$ cat config.mk
export PLATFORM = sky130hd
export DESIGN_NAME = adcc_ctrl
export DESIGN_NICKNAME = d
export VERILOG_FILES = /design/src/rtl/adcc_pkg.sv /design/src/rtl/adcc_sync.sv /design/src/rtl/adcc_ctrl.sv
export SDC_FILE = /design/constraint.sdc
export NUM_CORES = 1
export LEC_CHECK = 0
export BUFFER_PORTS_ARGS = -buffer_cell sky130_fd_sc_hd__clkbuf_2
export CAP_MARGIN = 40
export CORE_ASPECT_RATIO = 1.25
export CORE_UTILIZATION = 40
export CTS_BUF_LIST = sky130_fd_sc_hd__clkbuf_8
export CTS_CLUSTER_SIZE = 24
export DETAILED_ROUTE_END_ITERATION = 12
export GPL_ROUTABILITY_DRIVEN = 0
export GPL_TIMING_DRIVEN = 0
export SYNTH_ARGS = -nofsm -noshare
export SYNTH_HDL_FRONTEND = slang
export SYNTH_SLANG_ARGS = --single-unit
$ cat constraint.sdc
create_clock -name clk_i -period 3 [get_ports clk_i]
set_clock_uncertainty 0.1 [all_clocks]
set_input_delay 0 -clock clk_i [delete_from_list [all_inputs] [get_ports clk_i]]
set_output_delay 0 -clock clk_i [all_outputs]
set_load 0.01 [all_outputs]
$ cat src/rtl/adcc_pkg.sv
package adcc_pkg;
  // result frame and configuration word
  localparam int RESULT_BITS   = 24;
  localparam int CFG_BITS      = 16;
  localparam int CNT_W         = 5;
  // configuration field positions within the received word
  localparam int CFG_CH_LSB    = 0;
  localparam int CFG_CH_W      = 4;
  localparam int CFG_SGL_BIT   = 4;
  localparam int CFG_TEMP_BIT  = 5;
  localparam int CFG_REJ_LSB   = 6;
  localparam int CFG_REJ_W     = 2;
  localparam int CFG_SPD_BIT   = 8;
  localparam int CFG_GAIN_LSB  = 9;
  localparam int CFG_GAIN_W    = 3;
  // power-on configuration: ch0 minus ch1, 50/60 rejection, 1x, gain 1
  localparam logic [3:0] RST_CH    = 4'h0;
  localparam logic       RST_SGL   = 1'b0;
  localparam logic       RST_TEMP  = 1'b0;
  localparam logic [1:0] RST_REJ   = 2'h0;
  localparam logic       RST_SPD   = 1'b0;
  localparam logic [2:0] RST_GAIN  = 3'h0;
  // result codes outside the input range
  localparam logic [23:0] CODE_OVER  = 24'hC0_0000;
  localparam logic [23:0] CODE_UNDER = 24'h3F_FFFF;
  // timing
  localparam int CLK_HZ         = 100_000_000;
  localparam int OSC_HZ         = 307_200;
  localparam int OSC_HALF_CYC   = CLK_HZ / (2 * OSC_HZ);
  localparam int ISCK_HZ        = 38_400;
  localparam int ISCK_HALF_CYC  = CLK_HZ / (2 * ISCK_HZ);
  // edges after reset until the sck pin level is through the synchroniser
  localparam logic [1:0] BOOT_CYC = 2'h3;
  localparam int CONV_OSC_TICKS = 41036;

  typedef enum logic [3:0] {
    ST_CONV  = 4'b0001,
    ST_SLEEP = 4'b0010,
    ST_XFER  = 4'b0100,
    ST_IDLE  = 4'b1000
  } adcc_state_t;
endpackage

$ cat src/rtl/adcc_sync.sv
`timescale 1ns/1ps
// two-flop synchroniser for pin levels
module adcc_sync #(
  parameter int W = 1
) (
  input  wire logic         clk_i,
  input  wire logic         resetn_i,
  input  wire logic         ce_i,
  input  wire logic [W-1:0] d_i,
  input  wire logic [W-1:0] rst_val_i,
  output logic      [W-1:0] q_o
);
  logic [W-1:0] meta;

  always_ff @(posedge clk_i) begin
    if (!resetn_i) begin
      meta <= rst_val_i;
      q_o  <= rst_val_i;
    end else if (ce_i) begin
      meta <= d_i;
      q_o  <= meta;
    end
  end
endmodule

$ cat src/rtl/adcc_ctrl.sv
`timescale 1ns/1ps
module adcc_ctrl
  import adcc_pkg::*;
#(
  parameter int CONV_TICKS = CONV_OSC_TICKS,
  parameter int OSC_HALF   = OSC_HALF_CYC,
  parameter int ISCK_HALF  = ISCK_HALF_CYC
) (
  // clock, reset, enable
  input  wire logic        clk_i,
  input  wire logic        resetn_i,
  input  wire logic        ce_i,
  // serial pins
  input  wire logic        cs_n_i,
  input  wire logic        sck_i,
  output logic             sck_o,
  output logic             sck_oe_o,
  input  wire logic        sdi_i,
  output logic             sdo_o,
  output logic             sdo_oe_o,
  input  wire logic        conv_clock_pin_i,
  // analog core side
  input  wire logic [15:0] core_result_i,
  input  wire logic        core_over_i,
  input  wire logic        core_under_i,
  output logic             conv_start_o,
  output logic             converting_o,
  output logic             sleep_o,
  output logic [3:0]       pos_sel_o,
  output logic [3:0]       neg_sel_o,
  output logic             neg_is_shared_o,
  output logic             temp_sel_o,
  output logic [1:0]       rej_mode_o,
  output logic             speed_2x_o,
  output logic [2:0]       gain_o,
  output logic             sck_internal_o
);
  adcc_state_t state;
  adcc_state_t next_state;
  logic [3:0]  pins;
  logic        cs_n_s, sck_s, sdi_s, fpin_s;
  logic        cs_n_d, sck_d, fpin_d;
  logic        sck_int;
  logic [15:0] isck_cnt;
  logic [15:0] osc_cnt;
  logic        osc_tick_int;
  logic [31:0] conv_cnt;
  logic [CNT_W-1:0] bit_cnt;
  logic        seen_rise;
  logic [RESULT_BITS-1:0] shreg;
  logic [CFG_BITS-1:0]    cfg_sh;
  logic [CFG_BITS-1:0]    cfg;
  logic        ext_osc;
  logic [1:0]  boot;

  adcc_sync #(.W(4)) u_sync (
    .clk_i     (clk_i),
    .resetn_i  (resetn_i),
    .ce_i      (ce_i),
    .d_i       ({cs_n_i, sck_i, sdi_i, conv_clock_pin_i}),
    .rst_val_i (4'b1000),
    .q_o       (pins)
  );
  assign cs_n_s = pins[3];
  assign sck_s  = pins[2];
  assign sdi_s  = pins[1];
  assign fpin_s = pins[0];

  wire cs_fall = cs_n_d & ~cs_n_s;
  wire cs_rise = ~cs_n_d & cs_n_s;
  wire xfer    = (state == ST_XFER);
  wire ext_rise = ~sck_d & sck_s;
  wire ext_fall = sck_d & ~sck_s;
  wire int_tog  = (isck_cnt == 16'(ISCK_HALF - 1));
  wire int_rise = int_tog & ~sck_int;
  wire int_fall = int_tog & sck_int;
  wire s_rise = xfer & ~cs_n_s & (sck_internal_o ? int_rise : ext_rise);
  wire s_fall = xfer & ~cs_n_s & (sck_internal_o ? int_fall : ext_fall);
  wire last_bit = (bit_cnt == CNT_W'(RESULT_BITS - 1));
  // conversion tick: internal oscillator or rising edges of the conv clock pin
  wire ext_tick = ~fpin_d & fpin_s;
  wire conv_tick = ext_osc ? ext_tick : osc_tick_int;
  wire conv_done = (state == ST_CONV) & conv_tick &
                   (conv_cnt == 32'(CONV_TICKS - 1));

  // result word: status bits, then sign-extended data or range codes
  wire [23:0] result_word =
    core_over_i  ? CODE_OVER  :
    core_under_i ? CODE_UNDER :
    {2'b00, ~core_result_i[15], core_result_i[15],
     core_result_i, 4'h0};

  always_comb begin
    next_state = state;
    case (state)
      ST_CONV:  if (conv_done) next_state = ST_SLEEP;
      ST_SLEEP: if (cs_fall) next_state = ST_XFER;
      ST_XFER: begin
        if (cs_rise && !seen_rise)
          next_state = ST_SLEEP;
        else if (cs_rise)
          next_state = ST_CONV;
        else if (s_fall && last_bit && seen_rise)
          next_state = ST_CONV;
      end
      ST_IDLE:  next_state = ST_CONV;
      default:  next_state = ST_CONV;
    endcase
  end

  always_ff @(posedge clk_i) begin
    if (!resetn_i) begin
      state  <= ST_IDLE;
      cs_n_d <= 1'b1;
      sck_d  <= 1'b0;
      fpin_d <= 1'b0;
    end else if (ce_i) begin
      state  <= next_state;
      cs_n_d <= cs_n_s;
      sck_d  <= sck_s;
      fpin_d <= fpin_s;
    end
  end

  // sck mode caught after reset release and on each cs fall;
  // keeps looking until the pin level has passed the synchroniser
  always_ff @(posedge clk_i) begin
    if (!resetn_i) begin
      sck_internal_o <= 1'b0;
      boot           <= BOOT_CYC;
    end else if (ce_i) begin
      if (boot != 2'h0)
        boot <= boot - 2'h1;
      if (boot != 2'h0 || cs_fall)
        sck_internal_o <= sck_s;
    end
  end

  // oscillator source chosen by whether the conv clock pin toggles
  always_ff @(posedge clk_i) begin
    if (!resetn_i) begin
      ext_osc <= 1'b0;
    end else if (ce_i) begin
      if (ext_tick)
        ext_osc <= 1'b1;
      else if (state == ST_SLEEP && !fpin_s)
        ext_osc <= 1'b0;
    end
  end

  always_ff @(posedge clk_i) begin
    if (!resetn_i) begin
      osc_cnt      <= '0;
      osc_tick_int <= 1'b0;
    end else if (ce_i) begin
      osc_tick_int <= (osc_cnt == 16'(2 * OSC_HALF - 1));
      if (osc_cnt == 16'(2 * OSC_HALF - 1))
        osc_cnt <= '0;
      else
        osc_cnt <= osc_cnt + 16'd1;
    end
  end

  always_ff @(posedge clk_i) begin
    if (!resetn_i) begin
      conv_cnt <= '0;
    end else if (ce_i) begin
      if (state != ST_CONV)
        conv_cnt <= '0;
      else if (conv_tick)
        conv_cnt <= conv_cnt + 32'd1;
    end
  end

  // internal serial clock, runs only during a transfer with cs low
  always_ff @(posedge clk_i) begin
    if (!resetn_i) begin
      isck_cnt <= '0;
      sck_int  <= 1'b0;
    end else if (ce_i) begin
      if (!xfer || cs_n_s || !sck_internal_o) begin
        isck_cnt <= '0;
        sck_int  <= 1'b0;
      end else if (int_tog) begin
        isck_cnt <= '0;
        sck_int  <= ~sck_int;
      end else begin
        isck_cnt <= isck_cnt + 16'd1;
      end
    end
  end

  // shift out on falling sck, sample sdi on rising sck
  always_ff @(posedge clk_i) begin
    if (!resetn_i) begin
      shreg     <= '0;
      cfg_sh    <= '0;
      bit_cnt   <= '0;
      seen_rise <= 1'b0;
    end else if (ce_i) begin
      if (conv_done) begin
        shreg <= result_word;
      end else if (state == ST_SLEEP && cs_fall) begin
        bit_cnt   <= '0;
        seen_rise <= 1'b0;
      end else if (s_rise) begin
        seen_rise <= 1'b1;
        if (bit_cnt < CNT_W'(CFG_BITS))
          cfg_sh <= {cfg_sh[CFG_BITS-2:0], sdi_s};
      end else if (s_fall && seen_rise) begin
        shreg   <= {shreg[RESULT_BITS-2:0], 1'b0};
        bit_cnt <= bit_cnt + CNT_W'(1);
      end
    end
  end

  // configuration takes effect for the conversion that follows
  always_ff @(posedge clk_i) begin
    if (!resetn_i) begin
      cfg <= {4'h0, RST_GAIN, RST_SPD, RST_REJ, RST_TEMP,
              RST_SGL, RST_CH};
    end else if (ce_i) begin
      if (xfer && next_state == ST_CONV &&
          bit_cnt >= CNT_W'(CFG_BITS))
        cfg <= cfg_sh;
    end
  end

  // mux decode: channel field and single-ended bit
  wire [3:0] ch = cfg[CFG_CH_LSB +: CFG_CH_W];
  wire       sgl = cfg[CFG_SGL_BIT];
  assign pos_sel_o       = ch;
  assign neg_sel_o       = sgl ? 4'h0 : (ch ^ 4'h1);
  assign neg_is_shared_o = sgl;
  assign temp_sel_o      = cfg[CFG_TEMP_BIT];
  assign rej_mode_o      = cfg[CFG_REJ_LSB +: CFG_REJ_W];
  assign speed_2x_o      = cfg[CFG_SPD_BIT];
  assign gain_o          = cfg[CFG_GAIN_LSB +: CFG_GAIN_W];
  // core restarts from scratch each conversion, nothing discarded
  assign conv_start_o = (state != ST_CONV) &&
                        (next_state == ST_CONV);
  assign converting_o = (state == ST_CONV);
  assign sleep_o      = (state == ST_SLEEP) & cs_n_s;

  // pins: sdo enable follows cs; sck enable also needs internal sck and a transfer
  assign sdo_oe_o = ~cs_n_s;
  assign sdo_o    = xfer ? shreg[RESULT_BITS-1]
                         : (state == ST_CONV);
  assign sck_o    = sck_int;
  assign sck_oe_o = sck_internal_o & xfer & ~cs_n_s;
endmodule

==> flow_summary.yaml, run 1 <==
final_layout:
  utilization_pct: 48.8
  regArea_mm2: 0.00278
  antenna_cells: 0
  drive_gt1_share_pct: 13.8
  nets: 890
  syn_to_final_growth_pct: 18.9
  fin_area_mm2: 0.00793
  final_cells: 1088
  multi_input_area_mm2: 0.00360
  fillCellCount: 1617
yosys:
  synth_xor_area_share_pct: 7.09
  synth_top_area_cell: "dfxtp_1"
  syn_area_mm2: 0.00668
  ys_seq_area_share_pct: 41.7
  synth_top_area_share_pct: 41.7
  syn_nets: 794
  synth_edf_count: 0
  synth_top_family_by_area: "simple AND/OR/NAND/NOR gates"
  synth.top_cells.by_area: "dfxtp_1 42%, mux2i_1 5.7%, nor2_1 5.6%"
  ys_dominant_reg_cell: "dfxtp_1"
  synthSimpleGateAreaFrac_pct: 28.7
  synth.avg_cell_area_um2: 8.75
  yosysWarnings: 0
  ys_async_sr_fraction_pct: 0
  synth-compound-area-share_pct: 10.3
  synth_adder_area_share_pct: 1.12
  ys_ff_latch: 139
  muxShareOfSynthArea_pct: 6.04
  netlist_instances: 763
  synth_cell_types: 73
setup_path:
  r2r-start: "state[3]"
  cp-end-kind: "output port"
  reg2reg_slack_ns: 0.19
  cp_data_arrival_time_ns: 2.77
  r2r_end: "shreg[18]"
  cp_max_fo: 19
  cpMaxStageDelayCell: "or4b_4"
  cp.buffers_inverters: 3
  crit_type: "flop to output port"
  start_kind: "flop"
  path_delay_family: "simple AND/OR/NAND/NOR gates"
  reg2reg_depth: 7
  worst_ep_required_time_ns: 2.90
  slowest_delay_ns: 0.61
  path_cells: "or4b_4 -> inv_2 -> nand3_1 -> or3_4 -> clkbuf_4 -> nand2_1 -> a21oi_1 -> clkbuf_2"
power_and_ir_drop:
  powerDensity_mw_per_mm2: 454
  power.leakage_nw: 2.82
  ir_worst_vdd_mv: 0.254
worst_hold_path:
  hp-class: "input pin to flop"
  min-delay-start: "cs_n_i"
  worstHoldEndpoint: "u_sync.meta[3]"
  hold_depth: 4
global_routing:
  grt_antenna_before_repair: 0
  grt_pass1_vias: 5552
  grt_first_pass_wirelength_um: 26900
  overflow: 0
  grtUsageTotal_pct: 19.2
  grt_max_degree: 20
route:
  wire_per_inst_um: 14.4
  viasPerCell: 5.25
  drtIter0Drc: 221
  ant_nets: 0
  drc: 0
  drt-total-wl_um: 15700
  firstDrtPassIters: 4
  vias: 5710
timing:
  setup_viol: 0
  hold_viol: 0
  tightest_slew_ns: 0.898
  period_needed_ns: 2.87
  fmax_mhz: 349
  report.final.slew_viol_count: 0
  maxSlewHeadroom_pct: 39.3
  final.period_utilization_pct: 95.6
cts:
  cts_buffer_depth: 2
  clkTransAtPathRegs_ns: 0.08
  clock-sinks: 139
  clock_latency_ns: 0.46
  clockRootBuffer: "clkbuf_8"
  cts-buffers-inserted: 17
  cts_tree: "yes"
  cts_max_level: 4
placement:
  dpl.hpwl_um: 10900
  portBuffers: 45
  placed_cell_area_mm2: 0.00719
  dp.cells: 1026
floorplanning:
  die_h_um: 146
  dieArea_mm2: 0.0172
  io_pins: 49
  row_count: 52
  core-area_mm2: 0.0163
  initial_core_util_pct: 41.0
  die_w_um: 118
run_status:
  outcome: "completed"
flow_run:
  maxCapViolCount: 0
[registers in the layout (all words and copies together) (netlist names), 2 cells and up]
signal	flops
shreg	24
state	4
u_sync.q_o	4
cfg	12
boot	2
osc_cnt	16
conv_cnt	32
u_sync.meta	4
cfg_sh	12
isck_cnt	16
bit_cnt	5
[layer usage]
metal,share of wire (%),vias to the layer above,track usage (%),wire length (um)
met5,0,-,0,0
met4,2.1,0,8.85,335
met3,2.4,25,3.16,377
met2,48,78,33.2,7590
met1,47,2694,23.2,7360
li1,-,2913,-,-
[worst reg2reg max path: stages, from the launching register on]
cell,delay (ns)
dfxtp_1,0.37
or4b_4,0.61
inv_2,0.15
nand3_1,0.19
or3_4,0.40
clkbuf_4,0.24
or3_1,0.37
a311oi_1,0.29
[what timing repair did]
item,in CTS,in global routing
endpoints found under the hold margin,26,0
pin swaps,1,2
buffers inserted,0,2
gates resized for setup,1,7
cloned,0,0
hold buffers,30,0
endpoints found under the setup margin,11,15
[Yosys cell counts (all sizes together), types with 6 or more instances]
cell	instances
dfxtp	139
nor2	99
nand2	84
mux2i	38
clkbuf	35
nor3	32
xnor2	30
nor4	27
xor2	24
nand3	23
nand4	23
or3	21
a21oi	20
inv	20
a311oi	19
and3	11
buf	11
and4	8
ha	6
nor4b	6
o21ai	6
[worst max-delay path by stage]
stage / start / end / slack (ns) / cells past startpoint
after floorplan: isck_cnt[0] / isck_cnt[10] / 0.42 / 7
after global placement: state[0] / cfg_sh[6] / 0.002 / 7
after detailed placement: state[0] / cfg_sh[9] / 0.02 / 7
after CTS: isck_cnt[10] / conv_start_o / 0.03 / 6
after global routing: state[3] / conv_start_o / -0.004 / 8
final: state[3] / conv_start_o / 0.13 / 8
[layout make-up]
type | count | area share, %
clock buffers | 20 | 3.47
inverters | 21 | 0.994
flip-flops and latches | 139 | 35.1
clock inverters | 12 | 1.55
plain buffers | 45 | 3.15
repair buffers | 79 | 7.02
multi-input cells | 556 | 45.3
well taps | 216 | 3.41
[cell usage in the layout (no fill, tap or decap), types with 5 or more instances in the layout]
master / Yosys / routed
inv_1: 19 / 20
nand3_1: 23 / 23
nor3b_1: 5 / 5
dlygate4sd3_1: 1 / 31
clkbuf_2: 0 / 45
a311oi_1: 19 / 19
nor4_1: 27 / 26
dfxtp_1: 139 / 138
and2_1: 5 / 5
buf_2: 5 / 5
xor2_1: 24 / 24
nor2_1: 99 / 99
nor3_1: 32 / 31
nand4_1: 23 / 23
clkbuf_1: 33 / 31
a21oi_1: 20 / 20
and3_1: 10 / 10
nand2_1: 84 / 84
ha_1: 6 / 6
nor4b_1: 5 / 5
or3_1: 21 / 20
o21ai_0: 6 / 6
clkbuf_8: 2 / 22
xnor2_1: 30 / 30
mux2i_1: 38 / 38
and4_1: 8 / 8
[report_power, final]
part	switching (mW)	leakage, nW	internal, mW
logic	0.114	1.50	0.0834
registers	0.0160	1.12	1.86
clock network	0.732	0.198	0.795
total	0.863	2.82	2.74
[metrics by stage]
step / power (mW) / setup TNS, ns / hold slack (ns) / worst slack (ns)
2_1_floorplan: 2.02 / 0 / 0.0284 / 0.417
3_3_place_gp: 2.08 / 0 / 0.143 / 0.00206
3_5_place_dp: 2.08 / 0 / 0.157 / 0.0154
4_1_cts: 3.64 / 0 / 0.210 / 0.0258
5_1_grt: 3.74 / -0.00375 / 0.258 / -0.00375
6_report: 3.60 / 0 / 0.241 / 0.131
[logic make-up (layout without fill, tap and decap cells)]
| kind of cell | after synthesis | in the layout |
|---|---|---|
| compound gates | 86 | 86 |
| xor+xnor | 54 | 54 |
| fa+ha+maj | 6 | 6 |
| buf+inv | 68 | 177 |
| flops | 139 | 139 |
| mux | 40 | 40 |
| simple gates | 370 | 370 |
No activity file was read; power rests on OpenSTA's default activity.
==> inputs of run 2 (changes only) <==
==> constraint.sdc (replaced) <==
create_clock -name clk_i -period 3 [get_ports clk_i]
set_clock_uncertainty 0.1 [all_clocks]
set_input_delay 0.6 -clock clk_i [delete_from_list [all_inputs] [get_ports clk_i]]
set_output_delay 0.6 -clock clk_i [all_outputs]
set_load 0.01 [all_outputs]
==> run 2 against run 1 <==
The flow now finishes with violations (negative setup slack). Sequential share of layout area grew 1.4 points. Sequential power is essentially flat. Flip-flop and latch count is the same. Largest power group unchanged.
==> flow_summary.yaml, run 2 (synthesized netlist as in run 1, its figures left out) <==
run_status:
  outcome: "finished with violations"
  violations: "negative setup slack"
global_routing:
  use_met1_pct: 22.6
  grt.busiest_layer: "met2"
  grt_antenna_before_repair: 0
  overflow: 0
  grt_util_met2_pct: 32.4
  grtUsageTotal_pct: 18.8
  grt_pass1_vias: 5424
  grt_max_degree: 20
  use_met3_pct: 3.32
  grt_first_pass_wirelength_um: 26300
placement:
  portBuffers: 45
  post-place-ws_ns: -0.319
  dp.cells: 1026
  dpl.hpwl_um: 10900
floorplanning:
  row_count: 52
  io_pins: 49
  core-area_mm2: 0.0163
  initial_core_util_pct: 41.0
  die_h_um: 146
  dieArea_mm2: 0.0172
  die_w_um: 118
setup_path:
  crit_type: "flop to output port"
  reg2reg_depth: 7
  r2r_end: "cfg_sh[9]"
  reg2reg_slack_ns: 0.09
  start_kind: "flop"
  cp_data_arrival_time_ns: 2.65
  worst_ep_required_time_ns: 2.30
  cp_max_fo: 7
  r2r-start: "state[3]"
  cp-end-kind: "output port"
final_layout:
  fillCellCount: 1655
  top_register: "conv_cnt"
  drive_gt1_share_pct: 15.3
  reg.largest.list: "conv_cnt (32), shreg (24)"
  regArea_mm2: 0.00280
  largest_reg_flops: 32
  utilization_pct: 47.1
  syn_to_final_growth_pct: 14.8
  nets: 863
  multi_input_area_mm2: 0.00359
  final_cells: 1061
  final_cell_mix: "133 x dfxtp_1, 99 x nor2_1, 84 x nand2_1"
  antenna_cells: 0
  final_common_cell: "dfxtp_1"
route:
  drc: 0
  vias: 5649
  drtIter0Drc: 230
  viasPerCell: 5.32
  wire_per_inst_um: 14.6
  ant_nets: 0
  drt-total-wl_um: 15400
  firstDrtPassIters: 4
timing:
  maxSlewHeadroom_pct: 41.9
  tightest_slew_ns: 0.860
  report.final.slew_viol_count: 0
  fin_ws_ns: -0.354
  rsz0062_at_grt: "yes"
  final.period_utilization_pct: 112
  fmax_mhz: 298
  timing.hold.ws_ns: 0.287
  period_needed_ns: 3.35
  fin_setup_tns_ns: -0.354
  setup_viol: 1
  hold_viol: 0
worst_hold_path:
  min-delay-start: "conv_clock_pin_i"
  worstHoldEndpoint: "u_sync.meta[0]"
  hp-class: "input pin to flop"
  hold_depth: 3
cts:
  cts_tree: "yes"
  clock-sinks: 139
  cts_buffer_depth: 2
  cts-buffers-inserted: 17
  clock_latency_ns: 0.46
  clkTransAtPathRegs_ns: 0.08
  clockRootBuffer: "clkbuf_8"
  cts_max_level: 4
flow_run:
  maxCapViolCount: 0
power_and_ir_drop:
  power.leakage_nw: 2.70
  ir_worst_vdd_mv: 0.257
  powerDensity_mw_per_mm2: 466
-- run 2: cell count changes in the layout (fill, tap and decap cells not counted), moves of 2 or more --
cell	before	now
dfxtp_4	0	2
dfxtp_2	1	4
dfxtp_1	138	133
dlygate4sd3_1	31	1
buf_4	2	6
-- run 2: per-stage QoR --
stage,total power [mW],area (um^2)
CTS,3.61,7620
finish,3.57,7660
global route,3.70,7660
global placement,2.08,7170
detailed placement,2.08,7190
floorplan,2.02,6680
-- run 2: worst max-delay path: stages, from the launching register on --
cell,delay (ns)
dfxtp_4,0.36
or4b_1,0.52
or4_4,0.59
a211oi_4,0.28
o31ai_2,0.09
a21oi_2,0.19
buf_2,0.15
-- run 2: layer usage --
layer	up-vias	wire, um
met5	-	0
met4	0	348
met3	25	449
met2	83	7480
met1	2677	7160
li1	2864	-
-- run 2: worst max-delay path by stage --
stage | start | to | slack (ns) | cells after the start
2_1_floorplan | isck_cnt[2] | conv_start_o | 0.20 | 5
3_3_place_gp | state[0] | conv_start_o | -0.33 | 9
3_5_place_dp | state[0] | conv_start_o | -0.32 | 9
4_1_cts | isck_cnt[3] | conv_start_o | -0.37 | 6
5_1_grt | isck_cnt[12] | conv_start_o | -0.44 | 6
6_report | isck_cnt[12] | conv_start_o | -0.35 | 6
-- run 2: final cells by class --
cell class	count	area share, %
clock buffers	20	3.59
plain buffers	45	3.27
clock inverters	12	1.60
repair buffers	52	3.64
multi-input cells	556	46.8
inverters	21	1.06
well taps	216	3.53
flip-flops and latches	139	36.5
-- run 2: repair_timing --
action | 4_1_cts | 5_1_grt
hold buffers | 0 | 0
resized for setup | 10 | 7
setup endpoints to repair | 11 | 11
setup buffers | 3 | 2
pin swaps | 3 | 3
-- run 2: report_power, final --
group	switching (mW)	leakage [nW]	internal [mW]
clock network	0.735	0.198	0.795
logic	0.108	1.37	0.0588
registers	0.0153	1.13	1.86
==> inputs of run 3 (changes only) <==
Settings changed: BUFFER_PORTS_ARGS -buffer_cell sky130_fd_sc_hd__clkbuf_2 to default, CORE_UTILIZATION 40 to 30, DONT_BUFFER_PORTS from default to 1.
==> run 3 against run 2 <==
The flow still finishes with violations (negative setup slack). Cell count increased by 1.9%. Core utilization decreased by 12 points. Critical endpoint unchanged. Sequential power about the same.
==> flow_summary.yaml, run 3 (synthesized netlist as in run 1, its figures left out) <==
run_status:
  outcome: "finished with violations"
  violations: "negative setup slack"
floorplanning:
  dieArea_mm2: 0.0229
  io_pins: 49
  die_w_um: 135
  initial_core_util_pct: 30.8
  die_h_um: 169
  core-area_mm2: 0.0217
  row_count: 60
power_and_ir_drop:
  power.leakage_nw: 2.50
  powerDensity_mw_per_mm2: 469
  ir_worst_vdd_mv: 0.206
route:
  viasPerCell: 5.15
  ant_nets: 0
  firstDrtPassIters: 5
  drtIter0Drc: 405
  vias: 5563
  wire_per_inst_um: 14.7
  drc: 0
  drt-total-wl_um: 15900
timing:
  fmax_mhz: 315
  setup_viol: 1
  report.final.slew_viol_count: 0
  rsz0062_at_grt: "yes"
  final.period_utilization_pct: 106
  maxSlewHeadroom_pct: 44.0
  tightest_slew_ns: 0.829
  timing.hold.ws_ns: 0.186
  hold_viol: 0
  period_needed_ns: 3.18
  fin_setup_tns_ns: -0.179
  fin_ws_ns: -0.179
final_layout:
  largest_reg_flops: 32
  syn_to_final_growth_pct: 12.8
  final_cell_mix: "131 x dfxtp_1, 99 x nor2_1, 84 x nand2_1"
  nets: 819
  top_register: "conv_cnt"
  fin_area_mm2: 0.00753
  reg.largest.list: "conv_cnt (32), shreg (24)"
  drive_gt1_share_pct: 11.2
  final_common_cell: "dfxtp_1"
cts:
  cts_tree: "yes"
  clkTransAtPathRegs_ns: 0.08
  cts-buffers-inserted: 17
  clock-sinks: 139
  cts_buffer_depth: 2
  clock_latency_ns: 0.46
  cts_max_level: 4
  clockRootBuffer: "clkbuf_8"
placement:
  placed_cell_area_mm2: 0.00703
  dpl.hpwl_um: 11300
  portBuffers: 0
setup_path:
  path_cells: "or4b_4 -> inv_8 -> nand3_2 -> or3_4 -> clkbuf_8 -> nand2_1 -> a21oi_2"
  cp_max_fo: 13
  r2r-start: "isck_cnt[13]"
  crit_type: "flop to output port"
  worst_ep_required_time_ns: 2.30
  cp-end-kind: "output port"
  cpMaxStageDelayCell: "or4b_4"
  slowest_delay_ns: 0.60
  path_delay_family: "simple AND/OR/NAND/NOR gates"
  cp.buffers_inverters: 2
  crit_start: "state[1]"
  start_kind: "flop"
  cp_data_arrival_time_ns: 2.48
flow_run:
  maxCapViolCount: 0
global_routing:
  grtUsageTotal_pct: 14.5
  grt_pass1_vias: 5337
  grt_max_degree: 17
  overflow: 0
  grt_antenna_before_repair: 2
  grt_first_pass_wirelength_um: 26500
worst_hold_path:
  hp-class: "input pin to flop"
  min-delay-start: "cs_n_i"
==> run 3: per-layer routing <==
metal,up-vias,wire length (um),track usage [%]
li1,2784,-,-
met1,2647,7220,17.7
met4,2,300,6.06
met2,102,7830,24.5
met3,28,503,3.20
met5,-,18,0
==> run 3: layout make-up <==
class / instances / area (um^2)
antenna: 1 / 2.50
buffer: 45 / 256
clock buffer: 18 / 248
clock inverter: 14 / 139
fill: 2215 / 14200
inverter: 21 / 86.3
multi-input combinational: 556 / 3600
sequential: 139 / 2800
tap: 279 / 349
timing repair buffer: 8 / 53.8
==> run 3: path summary, 6_finish.rpt <==
| kind | endpoint | slack [ns] | cells after the start |
|---|---|---|---|
| max reg2reg | shreg[21] | 0.25 | 7 |
| min reg2reg | cfg[11] | 0.37 | 2 |
| max | conv_start_o | -0.18 | 7 |
| min | u_sync.meta[3] | 0.19 | 2 |
==> run 3: stage by stage <==
| step | setup WS (ns) | power, mW | util (%) | std cells |
|---|---|---|---|---|
| 3_3_place_gp | -0.339 | 2.07 | 32.4 | 1042 |
| 4_1_cts | -0.211 | 3.58 | 34.7 | 1081 |
| 3_5_place_dp | -0.347 | 2.07 | 32.4 | 1044 |
| 5_1_grt | -0.256 | 3.67 | 34.7 | 1080 |
| 6_report | -0.179 | 3.53 | 34.7 | 1081 |
| 2_1_floorplan | 0.205 | 2.02 | - | 763 |
==> run 3: what timing repair did <==
item                                    in CTS  in global routing
pin swaps                                    4                  1
resized for setup                           22                  2
setup buffers                                6                  0
endpoints found under the setup margin      12                 21
hold buffers                                 0                  0
==> run 3: power by group <==
group | switching, mW | leakage (nW) | internal [mW]
Clock | 0.807 | 0.188 | 0.694
Combinational | 0.103 | 1.19 | 0.0482
Sequential | 0.0165 | 1.13 | 1.86
